### src/pkg/aack_pkg.sv
// shared constants and carrier types for the auto-ack frame filter
package aack_pkg;

  // ==========================================================
  // timing
  localparam int CLK_MHZ = 50;
  localparam int SYM_US = 16;
  localparam int SYM_CYCLES = CLK_MHZ * SYM_US;
  localparam int TRIG_US = 16;
  localparam int TRIG_CYCLES = CLK_MHZ * TRIG_US;
  localparam logic [3:0] ACK_STD_SYM = 4'hc;
  localparam logic [3:0] ACK_SHORT_SYM = 4'h2;
  localparam logic [3:0] SLOT_STD_SYM = 4'h6;

  // ==========================================================
  // register map (byte addresses)
  localparam logic [7:0] CTRL_OFS = 8'h00;
  localparam logic [7:0] TRIG_OFS = 8'h04;
  localparam logic [7:0] PAN_OFS = 8'h08;
  localparam logic [7:0] SHORT_OFS = 8'h0c;
  localparam logic [7:0] EXT_LO_OFS = 8'h10;
  localparam logic [7:0] EXT_HI_OFS = 8'h14;
  localparam logic [7:0] STATUS_OFS = 8'h18;
  localparam int CTRL_W = 10;
  localparam logic [CTRL_W-1:0] CTRL_RST = 10'h040;
  localparam logic [15:0] PAN_RST = 16'hffff;
  localparam logic [15:0] SHORT_RST = 16'hffff;
  localparam logic [63:0] EXT_RST = 64'h0;
  localparam int TRIG_BIT = 0;

  // ==========================================================
  // frame fields
  localparam int HDR_BYTES = 23;
  localparam logic [15:0] BCAST = 16'hffff;
  localparam logic [2:0] FT_BEACON = 3'h0;
  localparam logic [2:0] FT_DATA = 3'h1;
  localparam logic [2:0] FT_ACK = 3'h2;
  localparam logic [2:0] FT_CMD = 3'h3;
  localparam logic [1:0] AM_SHORT = 2'h2;
  localparam logic [1:0] AM_EXT = 2'h3;
  localparam logic [1:0] VFM_ALL = 2'h3;

  // transaction_result codes
  localparam logic [2:0] TRAC_SUCCESS = 3'h0;
  localparam logic [2:0] TRAC_ACK_WAITING = 3'h2;
  localparam logic [2:0] TRAC_INVALID = 3'h7;

  typedef enum logic [2:0] {
    REG_CTRL = 3'b000, REG_TRIG = 3'b001, REG_PAN = 3'b010, REG_SHORT = 3'b011,
    REG_EXT_LO = 3'b100, REG_EXT_HI = 3'b101, REG_STATUS = 3'b110, REG_NONE = 3'b111
  } reg_sel_t;

  typedef struct packed {
    logic ami_en;
    logic dis_ack;
    logic [1:0] version_filter_mode;
    logic reserved_type_filter;
    logic reserved_type_upload;
    logic coord;
    logic ack_turnaround_select;
    logic slotted_ack_enable;
    logic auto_ack_receive_mode;
  } ctrl_t;

  typedef struct packed {
    logic [15:0] pan_id;
    logic [15:0] short_addr;
    logic [63:0] ext_addr;
    logic coord;
    logic reserved_type_upload;
    logic reserved_type_filter;
    logic [1:0] version_filter_mode;
  } frame_cfg_t;

  typedef struct packed {
    logic accept;
    logic ami_ok;
    logic bypass;
    logic ack_req;
  } filt_res_t;

endpackage

### src/hdl/symbol_tick.sv
// restartable divider giving a one-cycle symbol enable
`timescale 1ns/1ps
module symbol_tick import aack_pkg::*; #(
  parameter int DIV = SYM_CYCLES
) (
  input wire logic clk,
  input wire logic rstn,
  input wire logic clr,
  output logic tick
);
  localparam int CW = $clog2(DIV);
  localparam logic [CW-1:0] LAST = CW'(DIV - 1);

  typedef struct packed {
    logic [CW-1:0] cnt;
    logic tick;
  } tk_t;

  tk_t s_reg;
  tk_t s_next;

  // ==========================================================
  // counter
  always_comb begin
    s_next = s_reg;
    s_next.tick = 1'b0;
    // restart keeps symbol edges aligned to the frame end
    if (clr) begin
      s_next.cnt = '0;
    end else if (s_reg.cnt == LAST) begin
      s_next.cnt = '0;
      s_next.tick = 1'b1;
    end else begin
      s_next.cnt = s_reg.cnt + 1'b1;
    end
  end

  always_ff @(posedge clk or negedge rstn) begin
    if (!rstn) begin
      s_reg <= '0;
    end else begin
      s_reg <= s_next;
    end
  end

  assign tick = s_reg.tick;
endmodule // symbol_tick

### src/hdl/frame_filter.sv
// combinational third-level frame filter over a captured header
`timescale 1ns/1ps
module frame_filter import aack_pkg::*; (
  input wire logic [HDR_BYTES-1:0][7:0] hdr,
  input wire frame_cfg_t cfg,
  output filt_res_t res
);
  logic [2:0] ftype;
  logic [1:0] dmode;
  logic [1:0] smode;
  logic [1:0] ver;
  logic dst_pres;
  logic src_pres;
  logic rsv;
  logic datalike;
  logic [4:0] spos;
  logic [15:0] dpan;
  logic [15:0] span;
  logic ok_type;
  logic ok_ver;
  logic ok_pan;
  logic ok_addr;
  logic ok_beacon;
  logic ok_src;
  logic pass;

  // ==========================================================
  // filter
  always_comb begin
    ftype = hdr[0][2:0];
    dmode = hdr[1][3:2];
    ver = hdr[1][5:4];
    smode = hdr[1][7:6];
    dst_pres = dmode[1];
    src_pres = smode[1];
    rsv = ftype[2];
    datalike = (ftype == FT_DATA) || (ftype == FT_CMD) || rsv;
    dpan = {hdr[4], hdr[3]};
    spos = !dst_pres ? 5'd3 : ((dmode == AM_SHORT) ? 5'd7 : 5'd13);
    // compressed source pan reuses the destination pan
    span = hdr[0][6] ? dpan : {hdr[spos + 5'd1], hdr[spos]};
    ok_type = !rsv || (cfg.reserved_type_upload && cfg.reserved_type_filter);
    ok_ver = (cfg.version_filter_mode == VFM_ALL) || (ver <= cfg.version_filter_mode);
    ok_pan = !dst_pres || (dpan == cfg.pan_id) || (dpan == BCAST);
    if (dmode == AM_SHORT) begin
      ok_addr = ({hdr[6], hdr[5]} == cfg.short_addr) || ({hdr[6], hdr[5]} == BCAST);
    end else if (dmode == AM_EXT) begin
      ok_addr = {hdr[12], hdr[11], hdr[10], hdr[9], hdr[8], hdr[7], hdr[6], hdr[5]}
        == cfg.ext_addr;
    end else begin
      ok_addr = 1'b1;
    end
    ok_beacon = (ftype != FT_BEACON) || (cfg.pan_id == BCAST) || (src_pres && span == cfg.pan_id);
    ok_src = !(datalike && !dst_pres && src_pres) || (cfg.coord && span == cfg.pan_id);
    pass = ok_type && ok_ver && ok_pan && ok_addr && ok_beacon && ok_src && (ftype != FT_ACK);
    res.bypass = rsv && cfg.reserved_type_upload && !cfg.reserved_type_filter;
    res.accept = pass || res.bypass;
    res.ami_ok = pass && !res.bypass && !(!dst_pres && smode == 2'b00);
    res.ack_req = pass && !res.bypass && datalike && hdr[0][5];
  end
endmodule // frame_filter

### src/hdl/auto_ack_frame_filter.sv
// auto-ack receive mode: frame filter, ack turnaround timing, apb registers
//
// Added by the designer: the APB interface to the registers and the placing of the registers.
`timescale 1ns/1ps
module auto_ack_frame_filter import aack_pkg::*; (
  input wire logic CLK_SYS,
  input wire logic RSTN,
  input wire logic PSEL,
  input wire logic PENABLE,
  input wire logic PWRITE,
  input wire logic [7:0] PADDR,
  input wire logic [31:0] PWDATA,
  output logic [31:0] PRDATA,
  output logic PREADY,
  output logic PSLVERR,
  input wire logic RX_SFD,
  input wire logic RX_VALID,
  input wire logic [7:0] RX_BYTE,
  input wire logic RX_DONE,
  input wire logic RX_FCS_OK,
  input wire logic TX_DONE,
  output logic ACK_TX_START,
  output logic RX_START_IRQ,
  output logic ADDR_MATCH_IRQ,
  output logic RX_END_IRQ,
  output logic RX_BUSY
);

  // ==========================================================
  // types
  typedef enum logic [2:0] {
    ST_IDLE = 3'b000,
    ST_RX = 3'b001,
    ST_ACK_WAIT = 3'b010,
    ST_ACK_SLOT = 3'b011,
    ST_ACK_TRIG = 3'b100,
    ST_ACK_TX = 3'b101
  } fsm_t;

  localparam logic [9:0] TRIG_LAST = 10'(TRIG_CYCLES - 1);
  localparam logic [4:0] HDR_N = 5'(HDR_BYTES);
  localparam logic [4:0] HDR_MIN = 5'd3;

  typedef struct packed {
    ctrl_t ctrl;
    logic [15:0] pan;
    logic [15:0] short_a;
    logic [63:0] ext;
    fsm_t fsm;
    logic [4:0] nbytes;
    logic [HDR_BYTES-1:0][7:0] hdr;
    logic [3:0] sym;
    logic [3:0] sym_target;
    logic [9:0] us;
    logic [2:0] trac;
    logic last_acc;
    logic last_ack;
    logic [31:0] prdata;
    logic pslverr;
    logic rx_start;
    logic ami;
    logic rx_end;
    logic ack_start;
  } st_t;

  st_t st_reg;
  st_t st_next;
  frame_cfg_t cfg;
  filt_res_t fres;
  logic sym_tick;
  logic sym_clr;
  logic wr;
  logic rd_setup;
  logic trig_wr;
  reg_sel_t sel;

  // ==========================================================
  // address decode, shared by read and write
  function automatic reg_sel_t reg_decode(input logic [7:0] a);
    reg_sel_t r;
    r = REG_NONE;
    if (a == CTRL_OFS) begin
      r = REG_CTRL;
    end else if (a == TRIG_OFS) begin
      r = REG_TRIG;
    end else if (a == PAN_OFS) begin
      r = REG_PAN;
    end else if (a == SHORT_OFS) begin
      r = REG_SHORT;
    end else if (a == EXT_LO_OFS) begin
      r = REG_EXT_LO;
    end else if (a == EXT_HI_OFS) begin
      r = REG_EXT_HI;
    end else if (a == STATUS_OFS) begin
      r = REG_STATUS;
    end
    return r;
  endfunction

  // ==========================================================
  // submodules
  assign cfg.pan_id = st_reg.pan;
  assign cfg.short_addr = st_reg.short_a;
  assign cfg.ext_addr = st_reg.ext;
  assign cfg.coord = st_reg.ctrl.coord;
  assign cfg.reserved_type_upload = st_reg.ctrl.reserved_type_upload;
  assign cfg.reserved_type_filter = st_reg.ctrl.reserved_type_filter;
  assign cfg.version_filter_mode = st_reg.ctrl.version_filter_mode;

  frame_filter u_filter (
    .hdr(st_reg.hdr),
    .cfg(cfg),
    .res(fres)
  );

  symbol_tick #(.DIV(SYM_CYCLES)) u_sym (
    .clk(CLK_SYS),
    .rstn(RSTN),
    .clr(sym_clr),
    .tick(sym_tick)
  );

  // ==========================================================
  // apb strobes
  assign sel = reg_decode(PADDR);
  assign wr = PSEL && PENABLE && PWRITE;
  assign rd_setup = PSEL && !PENABLE && !PWRITE;
  assign trig_wr = wr && (sel == REG_TRIG) && PWDATA[TRIG_BIT];
  // frame end restarts the symbol divider so counts start there
  assign sym_clr = (st_reg.fsm == ST_RX) && RX_DONE;

  // ==========================================================
  // next state
  always_comb begin
    st_next = st_reg;
    st_next.rx_start = 1'b0;
    st_next.ami = 1'b0;
    st_next.rx_end = 1'b0;
    st_next.ack_start = 1'b0;

    // register writes take effect in the access cycle only
    if (wr) begin
      if (sel == REG_CTRL) begin
        st_next.ctrl = ctrl_t'(PWDATA[CTRL_W-1:0]);
      end else if (sel == REG_PAN) begin
        st_next.pan = PWDATA[15:0];
      end else if (sel == REG_SHORT) begin
        st_next.short_a = PWDATA[15:0];
      end else if (sel == REG_EXT_LO) begin
        st_next.ext[31:0] = PWDATA;
      end else if (sel == REG_EXT_HI) begin
        st_next.ext[63:32] = PWDATA;
      end
    end

    // read data prepared in setup so it stands through the access phase
    if (PSEL && !PENABLE) begin
      st_next.pslverr = (sel == REG_NONE);
    end
    if (rd_setup) begin
      st_next.prdata = '0;
      if (sel == REG_CTRL) begin
        st_next.prdata = {22'h0, st_reg.ctrl};
      end else if (sel == REG_PAN) begin
        st_next.prdata = {16'h0, st_reg.pan};
      end else if (sel == REG_SHORT) begin
        st_next.prdata = {16'h0, st_reg.short_a};
      end else if (sel == REG_EXT_LO) begin
        st_next.prdata = st_reg.ext[31:0];
      end else if (sel == REG_EXT_HI) begin
        st_next.prdata = st_reg.ext[63:32];
      end else if (sel == REG_STATUS) begin
        st_next.prdata = {23'h0, st_reg.last_ack, st_reg.last_acc, st_reg.trac,
          (st_reg.fsm != ST_IDLE), st_reg.fsm};
      end
    end

    if (sym_tick) begin
      st_next.sym = st_reg.sym + 4'h1;
    end

    case (st_reg.fsm)
      ST_IDLE: begin
        if (st_reg.ctrl.auto_ack_receive_mode && RX_SFD) begin
          st_next.fsm = ST_RX;
          st_next.nbytes = '0;
          st_next.hdr = '0;
          st_next.rx_start = 1'b1;
        end
      end
      ST_RX: begin
        if (RX_VALID && st_reg.nbytes < HDR_N) begin
          st_next.hdr[st_reg.nbytes] = RX_BYTE;
          st_next.nbytes = st_reg.nbytes + 5'd1;
        end
        if (RX_DONE) begin
          // runt frames are never accepted
          st_next.last_acc = fres.accept && st_reg.nbytes >= HDR_MIN;
          st_next.last_ack = 1'b0;
          st_next.sym = '0;
          st_next.ami = fres.ami_ok && st_reg.nbytes >= HDR_MIN && st_reg.ctrl.ami_en;
          st_next.rx_end = fres.accept && st_reg.nbytes >= HDR_MIN && RX_FCS_OK;
          st_next.fsm = ST_IDLE;
          if (fres.accept && fres.ack_req && st_reg.nbytes >= HDR_MIN && RX_FCS_OK
              && !st_reg.ctrl.dis_ack) begin
            st_next.last_ack = 1'b1;
            st_next.fsm = ST_ACK_WAIT;
            if (st_reg.ctrl.ack_turnaround_select) begin
              st_next.sym_target = ACK_SHORT_SYM;
            end else if (st_reg.ctrl.slotted_ack_enable) begin
              st_next.sym_target = SLOT_STD_SYM;
            end else begin
              st_next.sym_target = ACK_STD_SYM;
            end
          end
        end
      end
      ST_ACK_WAIT: begin
        if (sym_tick && st_reg.sym + 4'h1 == st_reg.sym_target) begin
          if (st_reg.ctrl.slotted_ack_enable) begin
            st_next.fsm = ST_ACK_SLOT;
            st_next.trac = TRAC_ACK_WAITING;
          end else begin
            st_next.fsm = ST_ACK_TX;
            st_next.ack_start = 1'b1;
          end
        end
      end
      ST_ACK_SLOT: begin
        // only the host trigger starts it
        if (trig_wr) begin
          st_next.fsm = ST_ACK_TRIG;
          st_next.us = '0;
        end
      end
      ST_ACK_TRIG: begin
        if (st_reg.us == TRIG_LAST) begin
          st_next.fsm = ST_ACK_TX;
          st_next.ack_start = 1'b1;
        end else begin
          st_next.us = st_reg.us + 10'd1;
        end
      end
      ST_ACK_TX: begin
        if (TX_DONE) begin
          st_next.fsm = ST_IDLE;
          st_next.trac = TRAC_SUCCESS;
        end
      end
      default: begin
        st_next.fsm = ST_IDLE;
      end
    endcase
  end

  // ==========================================================
  // state register
  always_ff @(posedge CLK_SYS or negedge RSTN) begin
    if (!RSTN) begin
      st_reg <= '0;
      st_reg.ctrl <= ctrl_t'(CTRL_RST);
      st_reg.pan <= PAN_RST;
      st_reg.short_a <= SHORT_RST;
      st_reg.ext <= EXT_RST;
      st_reg.fsm <= ST_IDLE;
      st_reg.trac <= TRAC_INVALID;
    end else begin
      st_reg <= st_next;
    end
  end

  // ==========================================================
  // outputs
  // zero wait states; the trade is one setup cycle of read latency
  assign PREADY = 1'b1;
  assign PRDATA = st_reg.prdata;
  assign PSLVERR = st_reg.pslverr && PSEL && PENABLE;
  assign ACK_TX_START = st_reg.ack_start;
  assign RX_START_IRQ = st_reg.rx_start;
  assign ADDR_MATCH_IRQ = st_reg.ami;
  assign RX_END_IRQ = st_reg.rx_end;
  // busy until ack or frame done
  assign RX_BUSY = (st_reg.fsm != ST_IDLE);

endmodule // auto_ack_frame_filter

### config.mk
export PLATFORM = sky130hd
export DESIGN_NAME = auto_ack_frame_filter
export DESIGN_NICKNAME = d
export VERILOG_FILES = /design/src/pkg/aack_pkg.sv /design/src/hdl/symbol_tick.sv /design/src/hdl/frame_filter.sv /design/src/hdl/auto_ack_frame_filter.sv
export SDC_FILE = /design/constraint.sdc
export NUM_CORES = 1
export LEC_CHECK = 0
export ABC_CLOCK_PERIOD_IN_PS = 3600
export BUFFER_PORTS_ARGS = -buffer_cell sky130_fd_sc_hd__buf_4
export CAP_MARGIN = 20
export CELL_PAD_IN_SITES_DETAIL_PLACEMENT = 0
export CELL_PAD_IN_SITES_GLOBAL_PLACEMENT = 1
export CORE_MARGIN = 4
export CORE_UTILIZATION = 43
export CTS_BUF_LIST = sky130_fd_sc_hd__clkbuf_4
export CTS_CLUSTER_SIZE = 24
export DETAILED_ROUTE_END_ITERATION = 8
export PLACE_DENSITY_LB_ADDON = 0.1
export SYNTH_ARGS = -nofsm -noshare
export SYNTH_HDL_FRONTEND = slang
export SYNTH_SLANG_ARGS = --single-unit
### constraint.sdc
create_clock -name CLK_SYS -period 3.6 [get_ports CLK_SYS]
set_clock_uncertainty 0.2 [all_clocks]
set_input_delay 0.18 -clock CLK_SYS [delete_from_list [all_inputs] [get_ports CLK_SYS]]
set_output_delay 0.18 -clock CLK_SYS [all_outputs]
set_load 0.05 [all_outputs]
==> impl_metrics.json, run 1 <==
{
  "die_area_mm2": 0.0360,
  "pwr_density_cell_mw_per_mm2": 573,
  "status": "completed",
  "synth_common_cells": "dfrtp_1 (255), nand3_1 (139), o21ai_0 (139)",
  "start_kind": "flop",
  "critPathRequiredTime_ps": 4010,
  "holdCritPathClass": "in2reg",
  "post-route-period-util_pct": 86.6,
  "area_growth_pct": 19.4,
  "setup_viol": 0,
  "yosys.area.top_type": "dfrtp_1",
  "grt_pass1_vias": 11157,
  "p_leak_nw": 7.34,
  "drt_iter0_markers": 814,
  "ir_worst_vdd_v": 0.000315,
  "ys_ff_latch": 290,
  "hp-start": "RX_BYTE[7]",
  "worstReg2RegStart": "st_reg[70]",
  "worst_pin_slew_ps": 994,
  "yosysMostFrequentCell": "dfrtp_1",
  "htreeDepth": 3,
  "relSlewSlack_pct": 33.7,
  "overflow": 0,
  "syn_nets": 1400,
  "clock-sinks": 290,
  "netlist_area_mm2": 0.0142,
  "clk_path_buf_depth": 3,
  "yosysUniqueCellTypes": 70,
  "rsz0062_at_grt": "false",
  "clk_pin_slew_worst_paths_ps": 60,
  "yosysSeqAreaShare_pct": 51.4,
  "cp-startpoint": "st_reg[70]",
  "hold_viol": 0,
  "routed_via_density": 5.47,
  "wl_per_cell_um": 21.6,
  "fin_crit_ps": 3120,
  "fin_tns_setup_ps": 0,
  "dpl.hpwl_um": 29400,
  "ys_async_sr_fraction_pct": 100,
  "cts-root-buf": "clkbuf_4",
  "drtAntennaViolNets": 0,
  "power_mw": 9.71,
  "gp_congestion": 0.841,
  "cts_tree": "built",
  "synth_top_area_share_pct": 44.9,
  "start_util_pct": 43.6,
  "cts_made_buffers": 82,
  "avgSynthCellArea_um2": 10.7,
  "core-area_mm2": 0.0325,
  "ys_warn_count": 0,
  "antenna_found_initial": 1,
  "largest_register_ff_count": 142,
  "grt_use_total_pct": 24.2,
  "syn_inst": 1333,
  "pin_count": 97,
  "r2r_slack_ps": 480,
  "grt_max_degree": 85,
  "die_y_um": 190,
  "first_pass_iters": 6,
  "die_width_um": 190,
  "crit_arrival_ps": 3530,
  "io_buffers": 95,
  "synth_area_leaders": "dfrtp_1 (45%), mux2_2 (7.6%), xnor2_1 (7.3%)",
  "path_class": "reg2reg",
  "vias": 10937,
  "synth_edf_count": 0,
  "grt_pass1_wl_um": 66800,
  "insertion_delay_ps": 750,
  "row_count": 66,
  "layout.nets": 1558,
  "clock.fmax_ghz": 0.321,
  "end_kind": "flop",
  "cap_violations": 0,
  "finalWirelength_um": 43100,
  "drc_errors": 0,
  "final_max_slew_viol_count": 0,
  "crit_fanout": 21,
  "post_route_cells_drive_above_1_share_pct": 26.9,
  "yosys_most_used_dff": "dfrtp_1"
}
## per-stage QoR
| step | hold WS [ps] | setup WS, ps | area [µm²] | utilization (%) | instances |
|---|---|---|---|---|---|
| floorplan | -316 | 1090 | 14200 | - | 1333 |
| global placement | 109 | 545 | 15100 | 46.3 | 1771 |
| detailed placement | 107 | 474 | 15100 | 46.3 | 1771 |
| CTS | 1.24 | 493 | 17000 | 52.1 | 1997 |
| global route | 16.8 | 341 | 17000 | 52.1 | 1998 |
| finish | 62.7 | 481 | 17000 | 52.1 | 1998 |
## path summary, 6_finish.rpt
check                        endpoint  cells after the start
setup / recovery           st_reg[53]                      6
min in group asynchronous     cfg[90]                      3
hold / removal             st_reg[99]                      3
hold reg to reg            st_reg[39]                      2
max in group asynchronous     cfg[27]                      4
setup reg to reg           st_reg[53]                      6
## final cells by class
class | count | area, µm²
multi-input cells | 899 | 6200
diodes | 1 | 2.50
clock buffers | 131 | 983
clock inverters | 17 | 109
repair buffers | 195 | 1720
well taps | 442 | 553
fillers | 3135 | 15600
flip-flops and latches | 290 | 7300
inverters | 23 | 86.3
## critical path, stage by stage (launching register included)
cell and delay, ps:
dfrtp_1 990, nor2b_1 110, a211oi_1 250, mux2_2 370, o31ai_1 370, nand4_1 330
mux2_2 360
## cells by family (layout without fill, tap and decap cells)
logic type,Yosys count,in the layout,synth area share [%]
compound gates,244,244,10.4
flops,290,290,51.4
mux,125,125,10.0
simple gates,391,391,14.3
buf+inv,144,366,5.10
other cells,1,2,0.0264
fa+ha+maj,9,9,0.793
xor+xnor,129,129,7.96
## per-layer routing
layer / track usage (%) / wire length, µm / up-vias
met2: 35.4 / 19000 / 319
li1: - / - / 5115
met3: 6.92 / 2940 / 65
met1: 34.8 / 20200 / 5438
met5: 0 / 0 / -
met4: 7.96 / 975 / 0
## power breakdown
part           switching, mW  total (mW)  leakage (nW)  internal, mW
clock                   1.46        3.18         0.649          1.72
sequential             0.511        4.20          3.81          3.69
combinational           1.36        2.33          2.87         0.972
total                   3.33        9.71          7.34          6.38
## timing repair
action / CTS / global route
hold buffers: 78 / 0
resized for setup: 0 / 0
hold endpoints to repair: 452 / 0
buffers inserted: 0 / 0
## cell usage in the layout (no fill, tap or decap), types with 20 or more instances in the layout
cell type      instances
a21oi_1               20
buf_4                113
clkbuf_4             131
dfrtp_1              255
dfstp_2               35
dlygate4sd3_1         77
inv_1                 23
mux2_2                96
nand2_1               74
nand3_1              138
nand4_1               44
nor2_1                57
o21ai_0              138
xnor2_1              118
(Power assumes the default switching activity.)
==> run 2: changes to the inputs <==
- CORE_UTILIZATION: 43 -> 40
==> run 2 against run 1 <==
Critical path depth unchanged. Clock power decreased by 3%. Register-to-register slack improved by 160 ps.
==> impl_metrics.json, run 2 (same netlist as run 1, synthesis figures left out) <==
{
  "overflow": 0,
  "post-route-period-util_pct": 82.2,
  "end_kind": "flop",
  "cp_slowest_cell": "nor3_1",
  "crit_arrival_ps": 3320,
  "core-area_mm2": 0.0348,
  "clock.fmax_ghz": 0.338,
  "final_max_slew_viol_count": 0,
  "fin_ws_ps": 641,
  "relSlewSlack_pct": 41.6,
  "row_count": 68,
  "die_width_um": 196,
  "grt_pass1_wl_um": 68100,
  "layout_commonest_cell": "dfrtp_1",
  "drt_iter0_markers": 657,
  "pwr_density_cell_mw_per_mm2": 569,
  "rsz0062_at_grt": "false",
  "p_leak_nw": 7.34,
  "post_dp_cell_area_mm2": 0.0152,
  "fin_tns_setup_ps": 0,
  "worst_pin_slew_ps": 874,
  "setup_viol": 0,
  "post-place-ws_ps": 496,
  "layout_common_cells": "dfrtp_1 (255), nand3_1 (138), o21ai_0 (138)",
  "ir_worst_vdd_v": 0.000316,
  "grt_use_total_pct": 23.0,
  "dpl.hpwl_um": 30500,
  "grtUsageMet3_pct": 4.44,
  "start_util_pct": 40.8,
  "start_kind": "flop",
  "hold_viol": 0,
  "insertion_delay_ps": 720,
  "wl_per_cell_um": 21.9,
  "clk_path_buf_depth": 3,
  "finalWirelength_um": 44000,
  "grt_max_degree": 78,
  "fill_cells": 3291,
  "first_pass_iters": 7,
  "critPathRequiredTime_ps": 3960,
  "layout.nets": 1561,
  "largest_register_ff_count": 142,
  "final_area_mm2": 0.0169,
  "cts_resized": 0,
  "holdWs_ps": 76.9,
  "htreeDepth": 3,
  "use_met1_pct": 34.4,
  "crit_fanout": 16,
  "cap_violations": 0,
  "use_met2_pct": 34.7,
  "power_mw": 9.63,
  "path_class": "reg2reg",
  "cts_made_buffers": 83,
  "antenna_found_initial": 2,
  "cp_cell_sequence": "nor3_1 -> nand3_4 -> nand2_1 -> nand3_1 -> nand3_1 -> o21ai_0",
  "top_usage_layer": "met2",
  "area_growth_pct": 19.3,
  "drc_errors": 0,
  "post_route_cells_drive_above_1_share_pct": 27.3,
  "grt_pass1_vias": 11081,
  "status": "completed",
  "fin_util_pct": 48.7,
  "vias": 10785,
  "clock-sinks": 290,
  "cts_tree": "built",
  "holdCritPathClass": "in2reg",
  "cts-root-buf": "clkbuf_4",
  "die_y_um": 196,
  "clk_pin_slew_worst_paths_ps": 60,
  "gp_congestion": 0.855,
  "routed_via_density": 5.38,
  "io_buffers": 95,
  "die_area_mm2": 0.0386,
  "dp_cells": 1792,
  "fin_crit_ps": 2960,
  "pin_count": 97,
  "drtAntennaViolNets": 0,
  "crit_path_max_incr_delay_ps": 610,
  "final_cells": 2006,
  "crit_top_cell": "nand3_1"
}
## run 2: changes by cell type in the layout (fill, tap and decap cells not counted), sizes merged
cell	previous run	this run
clkinv	13	5
inv	24	25
diode	1	2
dlygate4sd3	77	71
clkinvlp	2	1
buf	118	126
## run 2: worst max-delay path: cells and delay by family, from the launching register on
family / cells / cell delay, ps
AND/OR/NAND/NOR: 5 / 2030
AO/OA/AOI/OAI: 1 / 100
flip-flops: 1 / 450
## run 2: worst paths after layout
check,to,start,slack [ps],depth (start not counted)
worst min register to register,st_reg[39],st_reg[39],250,2
max in group asynchronous,cfg[78],RSTN,2150,4
min in group asynchronous,cfg[88],RSTN,460,3
worst max register to register,st_reg[119],st_reg[249],640,6
worst min-delay path,cfg[98],PWDATA[13],80,3
worst max-delay path,st_reg[119],st_reg[249],640,6
## run 2: metal layers
| layer | share of wire [%] | vias to the layer above |
|---|---|---|
| li1 | - | 5101 |
| met1 | 48 | 5378 |
| met3 | 4.7 | 52 |
| met5 | 0 | - |
| met4 | 1.4 | 0 |
| met2 | 45 | 254 |
## run 2: timing repair
| action | CTS | global route |
|---|---|---|
| hold buffers | 72 | 0 |
| hold endpoints to repair | 457 | 0 |
| setup buffers | 0 | 0 |
| endpoints found under the setup margin | 0 | 0 |
## run 2: area by class of cell
cell class	count	area, µm²	share of cell area [%]
Sequential cell	290	7300	43.1
Antenna cell	2	5.00	0.0295
Multi-Input combinational cell	899	6200	36.6
Inverter	23	86.3	0.510
Clock buffer	131	983	5.80
Clock inverter	9	63.8	0.377
Tap cell	455	569	3.36
Timing Repair Buffer	197	1730	10.2
## run 2: where the power goes
part	total, mW	internal, mW	switching, mW
Sequential	4.18	3.69	0.490
Combinational	2.37	0.978	1.40
Clock	3.08	1.70	1.38
==> run 3: changes to the inputs <==
- ABC_CLOCK_PERIOD_IN_PS: 3600 -> 2500
- clock period: 3.6 -> 2.5 ns (I/O delays scaled with it)
==> run 3 against run 2 <==
The run now ends with negative setup slack left. Largest cell class unchanged. Worst setup slack worse by 700 ps. First-iteration DRC count is 19% higher. Hold slack worse by 34 ps. Final area increased by 9.0%. Power rose by 53%.
==> impl_metrics.json, run 3 (same netlist as run 1, synthesis figures left out) <==
{
  "status": "finished, violations left",
  "violations": "negative setup slack",
  "vias": 11383,
  "drc_errors": 0,
  "clk_pin_slew_worst_paths_ps": 60,
  "io_buffers": 95,
  "finalWirelength_um": 46100,
  "drtAntennaViolNets": 0,
  "area_growth_pct": 30.0,
  "core-area_mm2": 0.0348,
  "layout.nets": 1711,
  "switchingPower_mw": 5.05,
  "path_class": "reg2reg",
  "grt_use_total_pct": 23.8,
  "seq_power_share_pct": 40.5,
  "clock-sinks": 290,
  "insertion_delay_ps": 770,
  "antenna_found_initial": 3,
  "post-route-period-util_pct": 102,
  "fin_tns_setup_ps": -171,
  "gp_congestion": 0.910,
  "switching_share_pct": 34.3,
  "setup_viol": 3,
  "fin_crit_ps": 2560,
  "crit_arrival_ps": 2950,
  "dpl.hpwl_um": 32200,
  "worstHoldPathCells": 3,
  "largest_register_ff_count": 142,
  "grt_pass1_wl_um": 70900,
  "p_leak_nw": 8.14,
  "grt_max_degree": 110,
  "final_cells": 2160,
  "clk_path_buf_depth": 3,
  "power_frac_clock_pct": 30.3,
  "critPathRequiredTime_ps": 2880,
  "end_kind": "flop",
  "clock.fmax_ghz": 0.390,
  "ir_worst_vdd_v": 0.000367,
  "r2r_cells": 8,
  "cap_violations": 0,
  "power_mw": 14.7,
  "die_width_um": 196,
  "p_int_mw": 9.68,
  "die_y_um": 196,
  "htreeDepth": 3,
  "hold_viol": 0,
  "overflow": 0,
  "crit_fanout": 2,
  "start_kind": "flop",
  "routed_via_density": 5.27,
  "rsz0062_at_grt": "true",
  "wl_per_cell_um": 21.3,
  "cp_slowest_cell": "dfstp_2",
  "post-place-ws_ps": -277,
  "drt_iter0_markers": 779,
  "combPwrFrac_pct": 29.2,
  "relSlewSlack_pct": 46.2,
  "fin_util_pct": 53.1,
  "first_pass_iters": 6,
  "cp_cell_sequence": "xnor2_2 -> nand4_1 -> nor4_4 -> buf_4 -> o22ai_4 -> nor4_2 -> nand4_1 -> mux2_2",
  "final_max_slew_viol_count": 0,
  "crit_path_max_incr_delay_ps": 570,
  "holdCritPathClass": "in2reg",
  "pwr_density_cell_mw_per_mm2": 798,
  "layout_common_cells": "dfrtp_1 (254), buf_4 (235), o21ai_0 (136)",
  "dp_cells": 1910,
  "crit_top_cell": "nand4_1",
  "pin_count": 97,
  "worst_pin_slew_ps": 804,
  "start_util_pct": 40.8,
  "fin_ws_ps": -61.6,
  "grt_pass1_vias": 11545,
  "layout_commonest_cell": "dfrtp_1",
  "row_count": 68,
  "post_route_cells_drive_above_1_share_pct": 33.9,
  "cts-root-buf": "clkbuf_4",
  "die_area_mm2": 0.0386,
  "cts_made_buffers": 83,
  "cts_tree": "built"
}
==> run 3: final timing paths <==
kind,start,to,slack (ps)
worst max register to register,cfg[71],st_reg[53],-60
min in group asynchronous,RSTN,cfg[70],380
worst min register to register,st_reg[39],st_reg[39],250
worst max-delay path,cfg[71],st_reg[53],-60
max in group asynchronous,RSTN,cfg[69],1260
worst min-delay path,PWDATA[12],cfg[81],40
==> run 3: repair_timing <==
action	4_1_cts	5_1_grt
hold endpoints to repair	579	0
resized for setup	9	32
cloned	0	1
endpoints found under the setup margin	8	42
pin swaps	9	9
hold buffers	99	0
setup buffers	2	2
==> run 3: power by group through the flow <==
| stage | sequential, mW | clock [mW] | combinational (mW) |
|---|---|---|---|
| 2_1_floorplan | 5.81 | 0 | 2.34 |
| 5_1_grt | 6.05 | 4.87 | 4.71 |
| 6_report | 5.97 | 4.46 | 4.29 |
| 3_3_place_gp | 6.01 | 0 | 3.84 |
| 4_1_cts | 5.94 | 4.61 | 4.10 |
| 3_5_place_dp | 6.02 | 0 | 3.85 |
==> run 3: layout make-up <==
class                           instances  area (µm²)
Sequential cell                       290        7300
Multi-Input combinational cell        899        6410
Timing Repair Buffer                  347        3030
Clock inverter                         13        81.3
Antenna cell                            3        7.51
Tap cell                              455         569
Inverter                               23        86.3
Fill cell                            3225       16300
Clock buffer                          130         976
==> run 3: worst max-delay path, delay by kind of cell, from the launching register on <==
family / cells / cell delay [ps]
compound gates: 1 / 70
xor+xnor: 1 / 120
simple gates: 4 / 920
flops: 1 / 570
buf+inv: 1 / 190
mux: 1 / 330
==> run 3: per-layer routing <==
layer / vias to the layer above / wire length (µm) / part of all wire [%] / global-route usage (%)
met5: - / 14 / 0.030 / 0
met4: 4 / 821 / 1.8 / 6.41
met3: 71 / 2670 / 5.8 / 5.40
met2: 313 / 20700 / 45 / 35.8
met1: 5589 / 21900 / 47 / 34.9
li1: 5406 / - / - / -
==> run 3: metrics by stage <==
stage	area, µm²	hold WS, ps
2_1_floorplan	14200	-371
3_3_place_gp	16100	-98.8
3_5_place_dp	16100	-99.9
4_1_cts	18300	6.05
5_1_grt	18500	23.0
6_report	18500	42.7
